==> src/rtl/mbox_pkg.sv <==
`default_nettype none
package mbox_pkg;
  localparam logic [3:0] OFS_STATUS    = 4'h0;
  localparam logic [3:0] OFS_DATA_LOW  = 4'h4;
  localparam logic [3:0] OFS_DATA_HIGH = 4'h8;
  localparam logic [3:0] OFS_CONTROL   = 4'hC;
  localparam logic [3:0] OFS_MODE      = 4'h0;
  localparam int TIMESTAMP_LSB = 0;
  localparam int DLC_LSB       = 16;
  localparam int REMOTE_BIT    = 20;
  localparam int ABORT_BIT     = 22;
  localparam int READY_BIT     = 23;
  localparam int IGNORED_BIT   = 24;
  localparam int XFER_CMD_BIT  = 23;
  localparam int ABORT_REQ_BIT = 22;
  localparam int RTR_REQ_BIT   = 20;
  localparam int OBJ_TYPE_LSB  = 24;
  localparam logic [31:0] UNMAPPED_READ = 32'h0000_0000;
  localparam logic [2:0] OBJ_DISABLED  = 3'h0;
  localparam logic [2:0] OBJ_RECEIVE   = 3'h1;
  localparam logic [2:0] OBJ_RX_OVWR   = 3'h2;
  localparam logic [2:0] OBJ_TRANSMIT  = 3'h3;
  localparam logic [2:0] OBJ_CONSUMER  = 3'h4;
  localparam logic [2:0] OBJ_PRODUCER  = 3'h5;
endpackage
`default_nettype wire

==> src/rtl/can_mailbox_status_data.sv <==
// Local design decisions: the Avalon-MM interface to the registers and the register addresses.
`timescale 1ns/1ps
`default_nettype none
module can_mailbox_status_data
  import mbox_pkg::*;
#(
  parameter int TS_WIDTH = 16
)(
  input  wire  logic                mclk,
  input  wire  logic                sys_rst,
  input  wire  logic [3:0]          address,
  input  wire  logic                read,
  input  wire  logic                write,
  input  wire  logic [31:0]         writedata,
  input  wire  logic [3:0]          byteenable,
  output logic [31:0]               readdata,
  output logic                      waitrequest,
  input  wire  logic                mode_write,
  input  wire  logic [2:0]          object_type_field,
  input  wire  logic [TS_WIDTH-1:0] timestamp,
  input  wire  logic                core_rx_valid,
  input  wire  logic                core_rx_remote,
  input  wire  logic [3:0]          core_rx_dlc,
  input  wire  logic                core_rx_byte_valid,
  input  wire  logic [7:0]          core_rx_byte,
  input  wire  logic [2:0]          core_rx_byte_index,
  input  wire  logic                core_tx_done,
  input  wire  logic                core_tx_aborted,
  input  wire  logic                core_remote_seen,
  input  wire  logic [2:0]          core_tx_byte_index,
  output logic [7:0]                core_tx_byte,
  output logic                      core_tx_request,
  output logic                      core_tx_remote,
  output logic [3:0]                core_tx_dlc,
  output logic                      core_rx_enable,
  output logic                      mailbox_irq
);
  initial
  begin
    if (TS_WIDTH < 1 || TS_WIDTH > 16)
      $error("timestamp width must be 1 to 16");
  end

  typedef enum logic [2:0] {
    ST_IDLE = 3'b001,
    ST_WAIT = 3'b010,
    ST_ACK  = 3'b100
  } bus_state_t;

  function automatic logic [31:0] merge_bytes(input logic [31:0] old_v,
                                               input logic [31:0] new_v,
                                               input logic [3:0]  be);
    logic [31:0] r;
    r = old_v;
    for (int i = 0; i < 4; i++)
      if (be[i])
        r[i*8 +: 8] = new_v[i*8 +: 8];
    return r;
  endfunction

  bus_state_t        state_reg;
  bus_state_t        state_next;
  logic [2:0]        obj_reg;
  logic              ready_reg;
  logic              abort_reg;
  logic              ignored_reg;
  logic              remote_reg;
  logic [3:0]        dlc_reg;
  logic [15:0]       stamp_reg;
  logic [31:0]       data_low_reg;
  logic [31:0]       data_high_reg;
  logic [31:0]       readdata_reg;
  logic              pending_reg;
  logic              remote_req_reg;

  wire fetch      = (state_reg == ST_WAIT);
  wire take       = (state_reg == ST_ACK);
  wire wr_take    = take & write;
  wire rd_fetch   = fetch & read;
  wire hit_status = (address == OFS_STATUS);
  wire hit_low    = (address == OFS_DATA_LOW);
  wire hit_high   = (address == OFS_DATA_HIGH);
  wire hit_ctrl   = (address == OFS_CONTROL);
  wire wr_ctrl    = wr_take & hit_ctrl;
  wire cmd_xfer   = wr_ctrl & byteenable[2] & writedata[XFER_CMD_BIT];
  wire cmd_abort  = wr_ctrl & byteenable[2] & writedata[ABORT_REQ_BIT];
  wire cmd_clear  = cmd_xfer | cmd_abort;
  wire rd_status  = rd_fetch & hit_status;
  wire wr_low     = wr_take & hit_low & ready_reg;
  wire wr_high    = wr_take & hit_high & ready_reg;

  wire is_rx   = (obj_reg == OBJ_RECEIVE);
  wire is_ovwr = (obj_reg == OBJ_RX_OVWR);
  wire is_tx   = (obj_reg == OBJ_TRANSMIT);
  wire is_cons = (obj_reg == OBJ_CONSUMER);
  wire is_prod = (obj_reg == OBJ_PRODUCER);
  wire has_abort = is_tx | is_cons | is_prod;

  wire rx_first   = core_rx_valid & ~ready_reg & (is_rx | is_cons);
  wire rx_capture = rx_first | (core_rx_valid & is_ovwr);
  wire rx_ready   = core_rx_valid & (is_rx | is_ovwr | is_cons);
  wire tx_ready   = core_tx_done & (is_tx | is_prod);
  wire abort_set  = core_tx_aborted & has_abort;
  wire ign_set    = (core_rx_valid & ready_reg & (is_rx | is_cons))
                  | (core_rx_valid & ready_reg & is_ovwr)
                  | (core_remote_seen & is_prod & ~pending_reg);
  wire byte_cap   = core_rx_byte_valid & ~ready_reg & (is_rx | is_ovwr
                  | is_cons) | core_rx_byte_valid & is_ovwr;
  wire type_rdy1  = (object_type_field == OBJ_TRANSMIT)
                  | (object_type_field == OBJ_PRODUCER);

  wire [31:0] status_word = {7'h00, ignored_reg, ready_reg, abort_reg, 1'b0,
                             remote_reg, dlc_reg, stamp_reg};
  wire [31:0] lock_low    = ready_reg ? data_low_reg : UNMAPPED_READ;
  wire [31:0] lock_high   = ready_reg ? data_high_reg : UNMAPPED_READ;
  wire [31:0] read_mux    = hit_status ? status_word
                          : hit_low    ? lock_low
                          : hit_high   ? lock_high
                          : UNMAPPED_READ;
  wire [63:0] data_all    = {data_high_reg, data_low_reg};

  // bus handshake: idle, wait state, answer
  always_comb
  begin
    state_next = state_reg;
    case (state_reg)
      ST_IDLE:
      begin
        if (read | write)
          state_next = ST_WAIT;
      end
      ST_WAIT:
      begin
        state_next = ST_ACK;
      end
      ST_ACK:
      begin
        state_next = ST_IDLE;
      end
      default:
      begin
        state_next = ST_IDLE;
      end
    endcase
  end

  assign waitrequest     = (state_reg != ST_ACK);
  assign readdata        = readdata_reg;
  assign core_tx_byte    = data_all[core_tx_byte_index*8 +: 8];
  assign core_tx_request = pending_reg & (is_tx | is_prod | is_cons);
  assign core_tx_remote  = remote_req_reg | is_cons;
  assign core_tx_dlc     = dlc_reg;
  assign core_rx_enable  = ~ready_reg & (is_rx | is_cons) | is_ovwr;
  assign mailbox_irq     = ready_reg | abort_reg;

  // bus state
  always_ff @(posedge mclk or posedge sys_rst)
  begin
    if (sys_rst)
      state_reg <= ST_IDLE;
    else
      state_reg <= state_next;
  end

  // read data captured in the wait state, stands at the answer edge
  always_ff @(posedge mclk or posedge sys_rst)
  begin
    if (sys_rst)
      readdata_reg <= 32'h0000_0000;
    else if (rd_fetch)
      readdata_reg <= read_mux;
  end

  // object type
  always_ff @(posedge mclk or posedge sys_rst)
  begin
    if (sys_rst)
      obj_reg <= OBJ_DISABLED;
    else if (mode_write)
      obj_reg <= object_type_field;
  end

  // ready flag: hardware set wins over command clear
  always_ff @(posedge mclk or posedge sys_rst)
  begin
    if (sys_rst)
      ready_reg <= 1'b0;
    else if (mode_write)
      ready_reg <= type_rdy1;
    else if (rx_ready | tx_ready)
      ready_reg <= 1'b1;
    else if (cmd_clear)
      ready_reg <= 1'b0;
  end

  // abort flag: hardware set wins over command clear
  always_ff @(posedge mclk or posedge sys_rst)
  begin
    if (sys_rst)
      abort_reg <= 1'b0;
    else if (mode_write)
      abort_reg <= 1'b0;
    else if (abort_set)
      abort_reg <= 1'b1;
    else if (cmd_clear)
      abort_reg <= 1'b0;
  end

  // ignored flag: set wins over status read
  always_ff @(posedge mclk or posedge sys_rst)
  begin
    if (sys_rst)
      ignored_reg <= 1'b0;
    else if (ign_set)
      ignored_reg <= 1'b1;
    else if (rd_status)
      ignored_reg <= 1'b0;
  end

  // transfer pending until sent, aborted or retyped
  always_ff @(posedge mclk or posedge sys_rst)
  begin
    if (sys_rst)
      pending_reg <= 1'b0;
    else if (cmd_xfer)
      pending_reg <= 1'b1;
    else if (tx_ready | abort_set | cmd_abort | mode_write)
      pending_reg <= 1'b0;
  end

  // remote request from the control register
  always_ff @(posedge mclk or posedge sys_rst)
  begin
    if (sys_rst)
      remote_req_reg <= 1'b0;
    else if (wr_ctrl & byteenable[2])
      remote_req_reg <= writedata[RTR_REQ_BIT];
  end

  // remote bit of the captured frame
  always_ff @(posedge mclk or posedge sys_rst)
  begin
    if (sys_rst)
      remote_reg <= 1'b0;
    else if (rx_capture)
      remote_reg <= core_rx_remote;
  end

  // length code: software write, else captured frame
  always_ff @(posedge mclk or posedge sys_rst)
  begin
    if (sys_rst)
      dlc_reg <= 4'h0;
    else if (wr_ctrl & byteenable[2])
      dlc_reg <= writedata[DLC_LSB +: 4];
    else if (rx_capture)
      dlc_reg <= core_rx_dlc;
  end

  // timestamp of the last captured frame or of the last send in transmit or producer mode
  always_ff @(posedge mclk or posedge sys_rst)
  begin
    if (sys_rst)
      stamp_reg <= 16'h0000;
    else if (rx_capture | tx_ready)
      stamp_reg <= 16'(timestamp);
  end

  // low data word: bus bytes 0 to 3, software only while ready
  always_ff @(posedge mclk or posedge sys_rst)
  begin
    if (sys_rst)
      data_low_reg <= 32'h0000_0000;
    else if (byte_cap)
    begin
      if (!core_rx_byte_index[2])
        data_low_reg[core_rx_byte_index[1:0]*8 +: 8] <= core_rx_byte;
    end
    else if (wr_low)
      data_low_reg <= merge_bytes(data_low_reg, writedata, byteenable);
  end

  // high data word: bus bytes 4 to 7, software only while ready
  always_ff @(posedge mclk or posedge sys_rst)
  begin
    if (sys_rst)
      data_high_reg <= 32'h0000_0000;
    else if (byte_cap)
    begin
      if (core_rx_byte_index[2])
        data_high_reg[core_rx_byte_index[1:0]*8 +: 8] <= core_rx_byte;
    end
    else if (wr_high)
      data_high_reg <= merge_bytes(data_high_reg, writedata, byteenable);
  end

endmodule // can_mailbox_status_data
`default_nettype wire

==> config.mk <==
export PLATFORM = sky130hd
export DESIGN_NAME = can_mailbox_status_data
export DESIGN_NICKNAME = d
export VERILOG_FILES = /design/src/rtl/mbox_pkg.sv /design/src/rtl/can_mailbox_status_data.sv
export SDC_FILE = /design/constraint.sdc
export NUM_CORES = 1
export LEC_CHECK = 0
export ABC_AREA = 1
export BUFFER_PORTS_ARGS = -buffer_cell sky130_fd_sc_hd__buf_2
export CAP_MARGIN = 0
export CORE_MARGIN = 2
export CORE_UTILIZATION = 50
export DETAILED_ROUTE_END_ITERATION = 16
export PLACE_DENSITY = 0.83
export SETUP_SLACK_MARGIN = 0.5
export SLEW_MARGIN = 20
export SYNTH_ARGS = -nofsm -noshare
export SYNTH_HDL_FRONTEND = slang
export SYNTH_SLANG_ARGS = --single-unit
==> constraint.sdc <==
create_clock -name mclk -period 12.7 [get_ports mclk]
set_input_delay 3.175 -clock mclk [delete_from_list [all_inputs] [get_ports mclk]]
set_output_delay 3.175 -clock mclk [all_outputs]
set_load 0.1 [all_outputs]
# --- Word level (Yosys, flattened, before mapping) ---
# Cells that the tools add are included.
op_classes:
  n_addsub: 1
  n_eq_ne: 17
  n_shift: 3
  mux: 30
  n_bitwise: 51
  reduce_logical: 20
op_table:
  columns: ["op", "n"]
  rows:
  - ["two-way mux 32 bit", 11]
  - ["bitwise mux 32 bit", 2]
  - ["variable part select 64 x 7 -> 8 bit", 1]
  - ["negation 5 -> 34 bit", 1]
  - ["variable shift 8 x 34 -> 32 bit, first input constant", 1]
  - ["variable part select 8 x 34 -> 32 bit", 1]
  - ["two-way mux 8 bit", 4]
  - ["bitwise AND 1 bit", 27]
  - ["AND reduction 3 bit", 8]
  - ["bitwise OR 1 bit", 22]
  - ["nonzero test 2 bit", 9]
  - ["== test 3 x 2 -> 1 bit, second input constant", 4]
  - ["== test 3 bit, second input constant", 4]
  - ["two-way mux 1 bit", 9]
  - ["== test 4 bit, second input constant", 2]
  - ["two-way mux 4 bit", 2]
  - ["== test 3 x 1 -> 1 bit, second input constant", 2]
  - ["inequality test 2 bit, second input constant", 3]
  - ["case mux 3 bit (2 select lines)", 1]
  - ["nonzero test 3 bit", 2]
  - ["== test 4 x 3 -> 1 bit, second input constant", 1]
  - ["logical NOT 4 bit", 1]
  - ["two-way mux 3 bit", 1]
  - ["inequality test 3 bit, second input constant", 1]
  - ["NOT 1 bit", 2]
totals:
  reg_bits: 128
  out_inout_bits: 49
  word_cells: 141

# --- Longest topological paths before layout ---
# Gate-level depths: netlist of run 1.
depth:
  depth_word: 9
  mapped_depth: 11
  ltp_nobuf: 10

# --- Worst setup path before layout of run 1 ---
# Ideal clock, no wire load.
synth_timing:
  path_kind: "input -> output"
  startpoint: "input port core_tx_byte_index[1]"
  endpoint: "output port core_tx_byte[7]"
  arrival_ns: 5.451
  required_ns: 9.525
  slack_ns: 4.074
  stages: 6
  n_path_buf: 2
  cell_sequence: "buf_2 > clkbuf_1 > o21ai_0 > o21ai_0 > a21oi_1 > a31oi_1"
synth_via:
  elab_chain_len: 1
synth_rtl:
  columns: ["element", "line_no", "text"]
  rows:
  - ["from (decl)", "can_mailbox_status_data.sv:30", "input wire logic [2:0] core_tx_byte_index,"]
  - ["variable part select 64 x 7 -> 8 bit", "can_mailbox_status_data.sv:149", "assign core_tx_byte = data_all[core_tx_byte_index*8 +: 8];"]
  - ["to (decl)", "can_mailbox_status_data.sv:31", "output logic [7:0] core_tx_byte,"]
# Every way passes these cells.

# --- Final worst setup path of run 1 ---
layout_timing:
  startpoint: "input port core_tx_byte_index[0]"
  endpoint: "output port core_tx_byte[7]"
# The elaborated chain is that of the path after synthesis.

==> flow_summary_export.csv, run 1 <==
group,metric,value,unit
route,vias,7308,
floorplan,die_y,124.2,um
synth,async_reset_ff_share,100.0,%
floorplan,core,13990,um2
critical_path,path_common_cell,"buf_2",
power,p_int,0.0009967,W
clock_tree,cts-resized-gates,0,
floorplan,row_count,43,
synth,netlist_instances,986,
timing,grt_setup_unrepaired,"false",
finish,areaGrowthSynthToFinish,16.70,%
power,finalPower,0.001763,W
worst_hold_path,holdCritPathClass,"flip-flop to flip-flop",
route,dr.pass1.iters,6,
critical_path,crit_type,"input port to output pin",
critical_path,critPathArrivalTime,5230,ps
critical_path,cp_slowest_cell,"inv_1",
power,pwr-share-clk,27.7,%
synth,synth_edf_count,0,
critical_path,worst_r2r_startpoint,"obj_reg[0]",
synth,ys_seq_area_share,44.37,%
finish,drive_above_1_share,18.06,%
power,p_sw_share,43.45,%
synth,synth_cell_types,36,
route,ant_nets,0,
clock_tree,cts_inserted_buffers,17,
route,wirelength,22540,um
run_status,outcome,"finished clean",
global_route,antenna_found_initial,0,
global_route,grt_first_pass_wirelength,35310,um
synth,syn_area,7222,um2
critical_path,reg2reg_slack,9570,ps
finish,utilization,60.25,%
synth,ys_seq_elements,128,
synth,yosys.area.top_type,"dfrtp_1",
timing,drv_slew,0,
placement,routabilityCongestion,0.9822,
clock_tree,ctsLongestPathBuffers,2,
synth,synth.most_common_cell,"nand2_1",
clock_tree,clk_pin_slew,50,ps
timing,whs,462.6,ps
placement,portBuffers,136,
timing,finalCriticalPeriod,8408,ps
power,irDropWorstVdd,124.0,uV
power,p_switching,0.0007659,W
timing,period_share,66.21,%
global_route,grt_usage,30.41,%
timing,fin_tns_setup,0,ps
route,drc,0,
timing,fmax,0.1189,GHz
synth,synth_common_cells,"297 x nand2_1, 127 x dfrtp_1, 100 x inv_1, 94 x nand3_1, 74 x o21ai_0",
job,drv_cap,0,
clock_tree,postCtsSetupRepairBufs,0,
timing,hold_viol,0,
clock_tree,h-tree-depth,4,
floorplan,die_w,124.2,um
power,pwr-share-seq,37.6,%
clock_tree,clock_latency,420,ps
power,comb_power_share,34.7,%
critical_path,critPathLaunch,"core_tx_byte_index[0]",
finish,nets,1181,
synth,ys.flop_type,"dfrtp_1",
critical_path,cp_cell_sequence,"buf_2 > inv_1 > o21ai_0 > a21oi_1 > a31oi_1 > buf_2",
global_route,grt-ovfl-total,0,
floorplan,start_util,51.63,%
timing,worst_pin_slew,1053,ps
synth,yosys.area.top_type_share,44.01,%
timing,maxSlewHeadroom,29.61,%
timing,finClkSkew,7.402,ps
synth,synth_nets,1078,
finish,fill_cells,1270,
clock_tree,cts_tree,"yes",
synth,synth_area_leaders,"dfrtp_1 44%, nand2_1 15%, nand3_1 6.5%, inv_1 5.2%, o21ai_0 5.1%",
power,p_per_area,209.1,nW/um2
critical_path,cp.required,9520,ps
finish,diodes,0,
critical_path,critical_path.max_fanout,34,
clock_tree,root_buffer,"clkbuf_16",
route,vias_per_cell,5.700,
timing,setup_viol,0,
synth,syn_avg_cell_area,7.324,um2
placement,dp_hpwl,16010,um
route,routedWlPerCell,17.58,um
floorplan,fp.dieArea,15420,um2
worst_hold_path,min_from,"state_reg[1]",
critical_path,critPathLaunchType,"input port",
global_route,grt_start_max_net_pins,78,
synth,synth_warnings,0,
critical_path,max_stage_delay,500,ps
critical_path,worstSetupEndpointType,"output pin",
power,p_leak,4.414,nW
route,dr.first_iter.drc_count,863,
clock_tree,cts_sinks,128,
floorplan,ios,137,
global_route,grt_pass1_vias,6801,
clock_tree,cts_hold_buf,0,
final cells by class:
type | count | area (um2) | share of cell area, %
Timing Repair Buffer | 139 | 703.2 | 8.343
Clock inverter | 6 | 105.1 | 1.247
Multi-Input combinational cell | 698 | 3314 | 39.33
Clock buffer | 26 | 479.2 | 5.686
Inverter | 105 | 396.6 | 4.706
Tap cell | 180 | 225.2 | 2.672
Sequential cell | 128 | 3204 | 38.02
cell families after synthesis:
| group | share of synthesized area [%] |
|---|---|
| AND/OR/NAND/NOR | 31.55 |
| AO/OA/AOI/OAI | 13.65 |
| flip-flops | 44.37 |
| adder cells (fa/ha/maj) | 0.6930 |
| buffers and inverters | 9.737 |
power groups by stage:
stage	sequential [W]	combinational (W)	clock [W]
floorplan	0.000794	0.000305	0
global placement	0.000657	0.000590	0
detailed placement	0.000658	0.000600	0
CTS	0.000654	0.000607	0.000489
global route	0.000670	0.000659	0.000510
finish	0.000662	0.000612	0.000489
cells in the final DEF, fill, tap and decap left out, drive strengths merged, types with 3 or more instances in the layout:
cell,instances
nor2,48
buf,139
a31oi,8
dfrtp,127
ha,4
clkinv,6
nand4,33
a21oi,33
o21ai,100
bufinv,3
nor3,12
inv,102
o22ai,13
nand2,313
a22oi,21
or2,8
nand3,98
clkbuf,26
worst max-delay path, delay by kind of cell:
kind,cells,cell delay [ps]
AOI/OAI and AO/OA,3,640
buffers and inverters,3,1390
layer usage:
| layer | up-vias | wire [um] | GRT usage (%) |
|---|---|---|---|
| met2 | 410 | 9963 | 45.42 |
| met1 | 3388 | 9623 | 42.56 |
| li1 | 3450 | - | - |
| met3 | 60 | 1978 | 5.952 |
| met5 | - | 0 | 0 |
| met4 | 0 | 972 | 14.47 |
worst paths after layout:
check / end / depth (start not counted)
setup / recovery: core_tx_byte[7] / 6
hold / removal: state_reg[1] / 1
hold reg to reg: state_reg[1] / 1
setup reg to reg: data_low_reg[10] / 9
min in group asynchronous: obj_reg[2] / 2
max in group asynchronous: readdata[25] / 3
metrics by stage:
step | cells | cell area [um2] | worst slack [ps]
2_1_floorplan | 986 | 7222 | 4074
6_report | 1282 | 8428 | 4292
4_1_cts | 1282 | 8428 | 4337
3_5_place_dp | 1250 | 7844 | 4336
5_1_grt | 1282 | 8428 | 4106
3_3_place_gp | 1250 | 7844 | 4370
Note: power is estimated with default switching activity, not from simulation.
==> run 2: changes to the inputs <==
- PLACE_DENSITY: 0.83 -> 0.86
- clock period: 12.7 -> 6.8 ns (I/O delays scaled with it)
==> flow_summary_export.csv, run 2 (same netlist as run 1, synthesis figures left out) <==
group,metric,value,unit
run_status,outcome,"finished clean",
clock_tree,root_buffer,"clkbuf_16",
finish,drive_above_1_share,18.60,%
timing,hold_viol,0,
clock_tree,clk_pin_slew,50,ps
route,routedWlPerCell,17.59,um
floorplan,row_count,43,
power,p_per_area,395.0,nW/um2
critical_path,critical_path.max_fanout,34,
placement,dp_hpwl,16110,um
power,p_leak,4.431,nW
floorplan,ios,137,
timing,fin_tns_setup,0,ps
clock_tree,ctsLongestPathBuffers,2,
critical_path,cp.required,5100,ps
clock_tree,cts_hold_buf,0,
timing,finalCriticalPeriod,5490,ps
global_route,antenna_found_initial,0,
clock_tree,postCtsSetupRepairBufs,0,
timing,drv_slew,0,
timing,fmax,0.1821,GHz
critical_path,critPathLaunchType,"input port",
timing,finClkSkew,8.708,ps
critical_path,crit_type,"input port to output pin",
clock_tree,cts_inserted_buffers,17,
timing,whs,439.2,ps
route,dr.first_iter.drc_count,680,
clock_tree,cts_sinks,128,
timing,grt_setup_unrepaired,"false",
timing,worst_pin_slew,1041,ps
global_route,grt_use_met3,5.174,%
route,ant_nets,0,
finish,layout_common_cells,"297 x nand2_1, 136 x buf_2, 127 x dfrtp_1, 99 x inv_1, 94 x nand3_1",
route,vias,7259,
global_route,met2_usage,44.88,%
route,dr.pass1.iters,6,
floorplan,start_util,51.63,%
timing,period_share,80.74,%
power,irDropWorstVdd,222.1,uV
route,vias_per_cell,5.662,
global_route,grt-ovfl-total,0,
global_route,grt_first_pass_wirelength,34760,um
floorplan,fp.dieArea,15420,um2
finish,diodes,0,
route,wirelength,22550,um
route,drc,0,
global_route,grt_pass1_vias,6699,
finish,regArea,3204,um2
placement,routabilityCongestion,0.8989,
finish,fill_cells,1263,
clock_tree,cts_tree,"yes",
global_route,busiest_layer,"met2",
power,finalPower,0.003347,W
floorplan,die_y,124.2,um
critical_path,critPathArrivalTime,3790,ps
global_route,grt_usage,30.28,%
placement,portBuffers,136,
global_route,grt_start_max_net_pins,81,
finish,areaGrowthSynthToFinish,17.31,%
job,drv_cap,0,
clock_tree,h-tree-depth,4,
clock_tree,cts-resized-gates,0,
clock_tree,clock_latency,430,ps
floorplan,core,13990,um2
finish,nets,1181,
timing,maxSlewHeadroom,30.42,%
worst_hold_path,holdCritPathClass,"flip-flop to flip-flop",
floorplan,die_w,124.2,um
critical_path,worstSetupEndpointType,"output pin",
finish,final_common_cell,"nand2_1",
global_route,grtUsageMet1,41.95,%
finish,multi_input_area,3314,um2
timing,setup_viol,0,
run 2: cell types whose count changed in the layout (fill, tap and decap cells not counted), sizes merged:
| cell | change |
|---|---|
| clkbuf | -7 |
| clkinv | +3 |
| clkinvlp | +2 |
| bufinv | +1 |
| inv | +1 |
run 2: per-stage QoR:
stage	setup slack, ps	cell area [um2]	std cells	utilization (%)
6_report	1310	8472	1282	60.56
5_1_grt	1148	8472	1282	60.56
4_1_cts	1364	8472	1282	60.56
3_5_place_dp	1356	7844	1250	56.07
3_3_place_gp	1347	7844	1250	56.07
2_1_floorplan	1124	7222	986	-
run 2: layout make-up:
class	instances	area share [%]
Multi-Input combinational cell	698	39.12
Sequential cell	128	37.82
Timing Repair Buffer	139	8.300
Clock buffer	19	5.228
Inverter	105	4.682
Tap cell	180	2.658
Clock inverter	13	2.186
run 2: final timing paths:
kind                       slack, ps  cells after the start         endpoint             startpoint
max                             1310                      8  core_tx_byte[6]  core_tx_byte_index[0]
min                              440                      1     state_reg[1]           state_reg[1]
max reg2reg                     3700                      9  data_low_reg[8]             obj_reg[0]
min reg2reg                      440                      1     state_reg[1]           state_reg[1]
max in group asynchronous       4090                      3  data_low_reg[4]                sys_rst
min in group asynchronous       1490                      2     readdata[22]                sys_rst
run 2: report_power, final:
part	switching [W]	total, W	leakage, nW	internal [W]
Combinational	0.000887	0.00114	2.48	0.000249
Clock	0.000351	0.000974	0.303	0.000623
Sequential	0.000219	0.00124	1.65	0.00102
Total	0.00146	0.00335	4.43	0.00189
run 2: layer usage:
layer / wire [um] / up-vias
met5: 0 / -
met4: 1116 / 0
met3: 1916 / 74
met2: 9842 / 386
met1: 9676 / 3350
li1: - / 3449
run 2: worst max-delay path, cell delays in order:
cell,delay (ps)
buf_2,430
inv_1,510
a21oi_1,230
o21ai_0,90
nand2_1,100
nor2_1,40
a31oi_1,210
buf_2,460
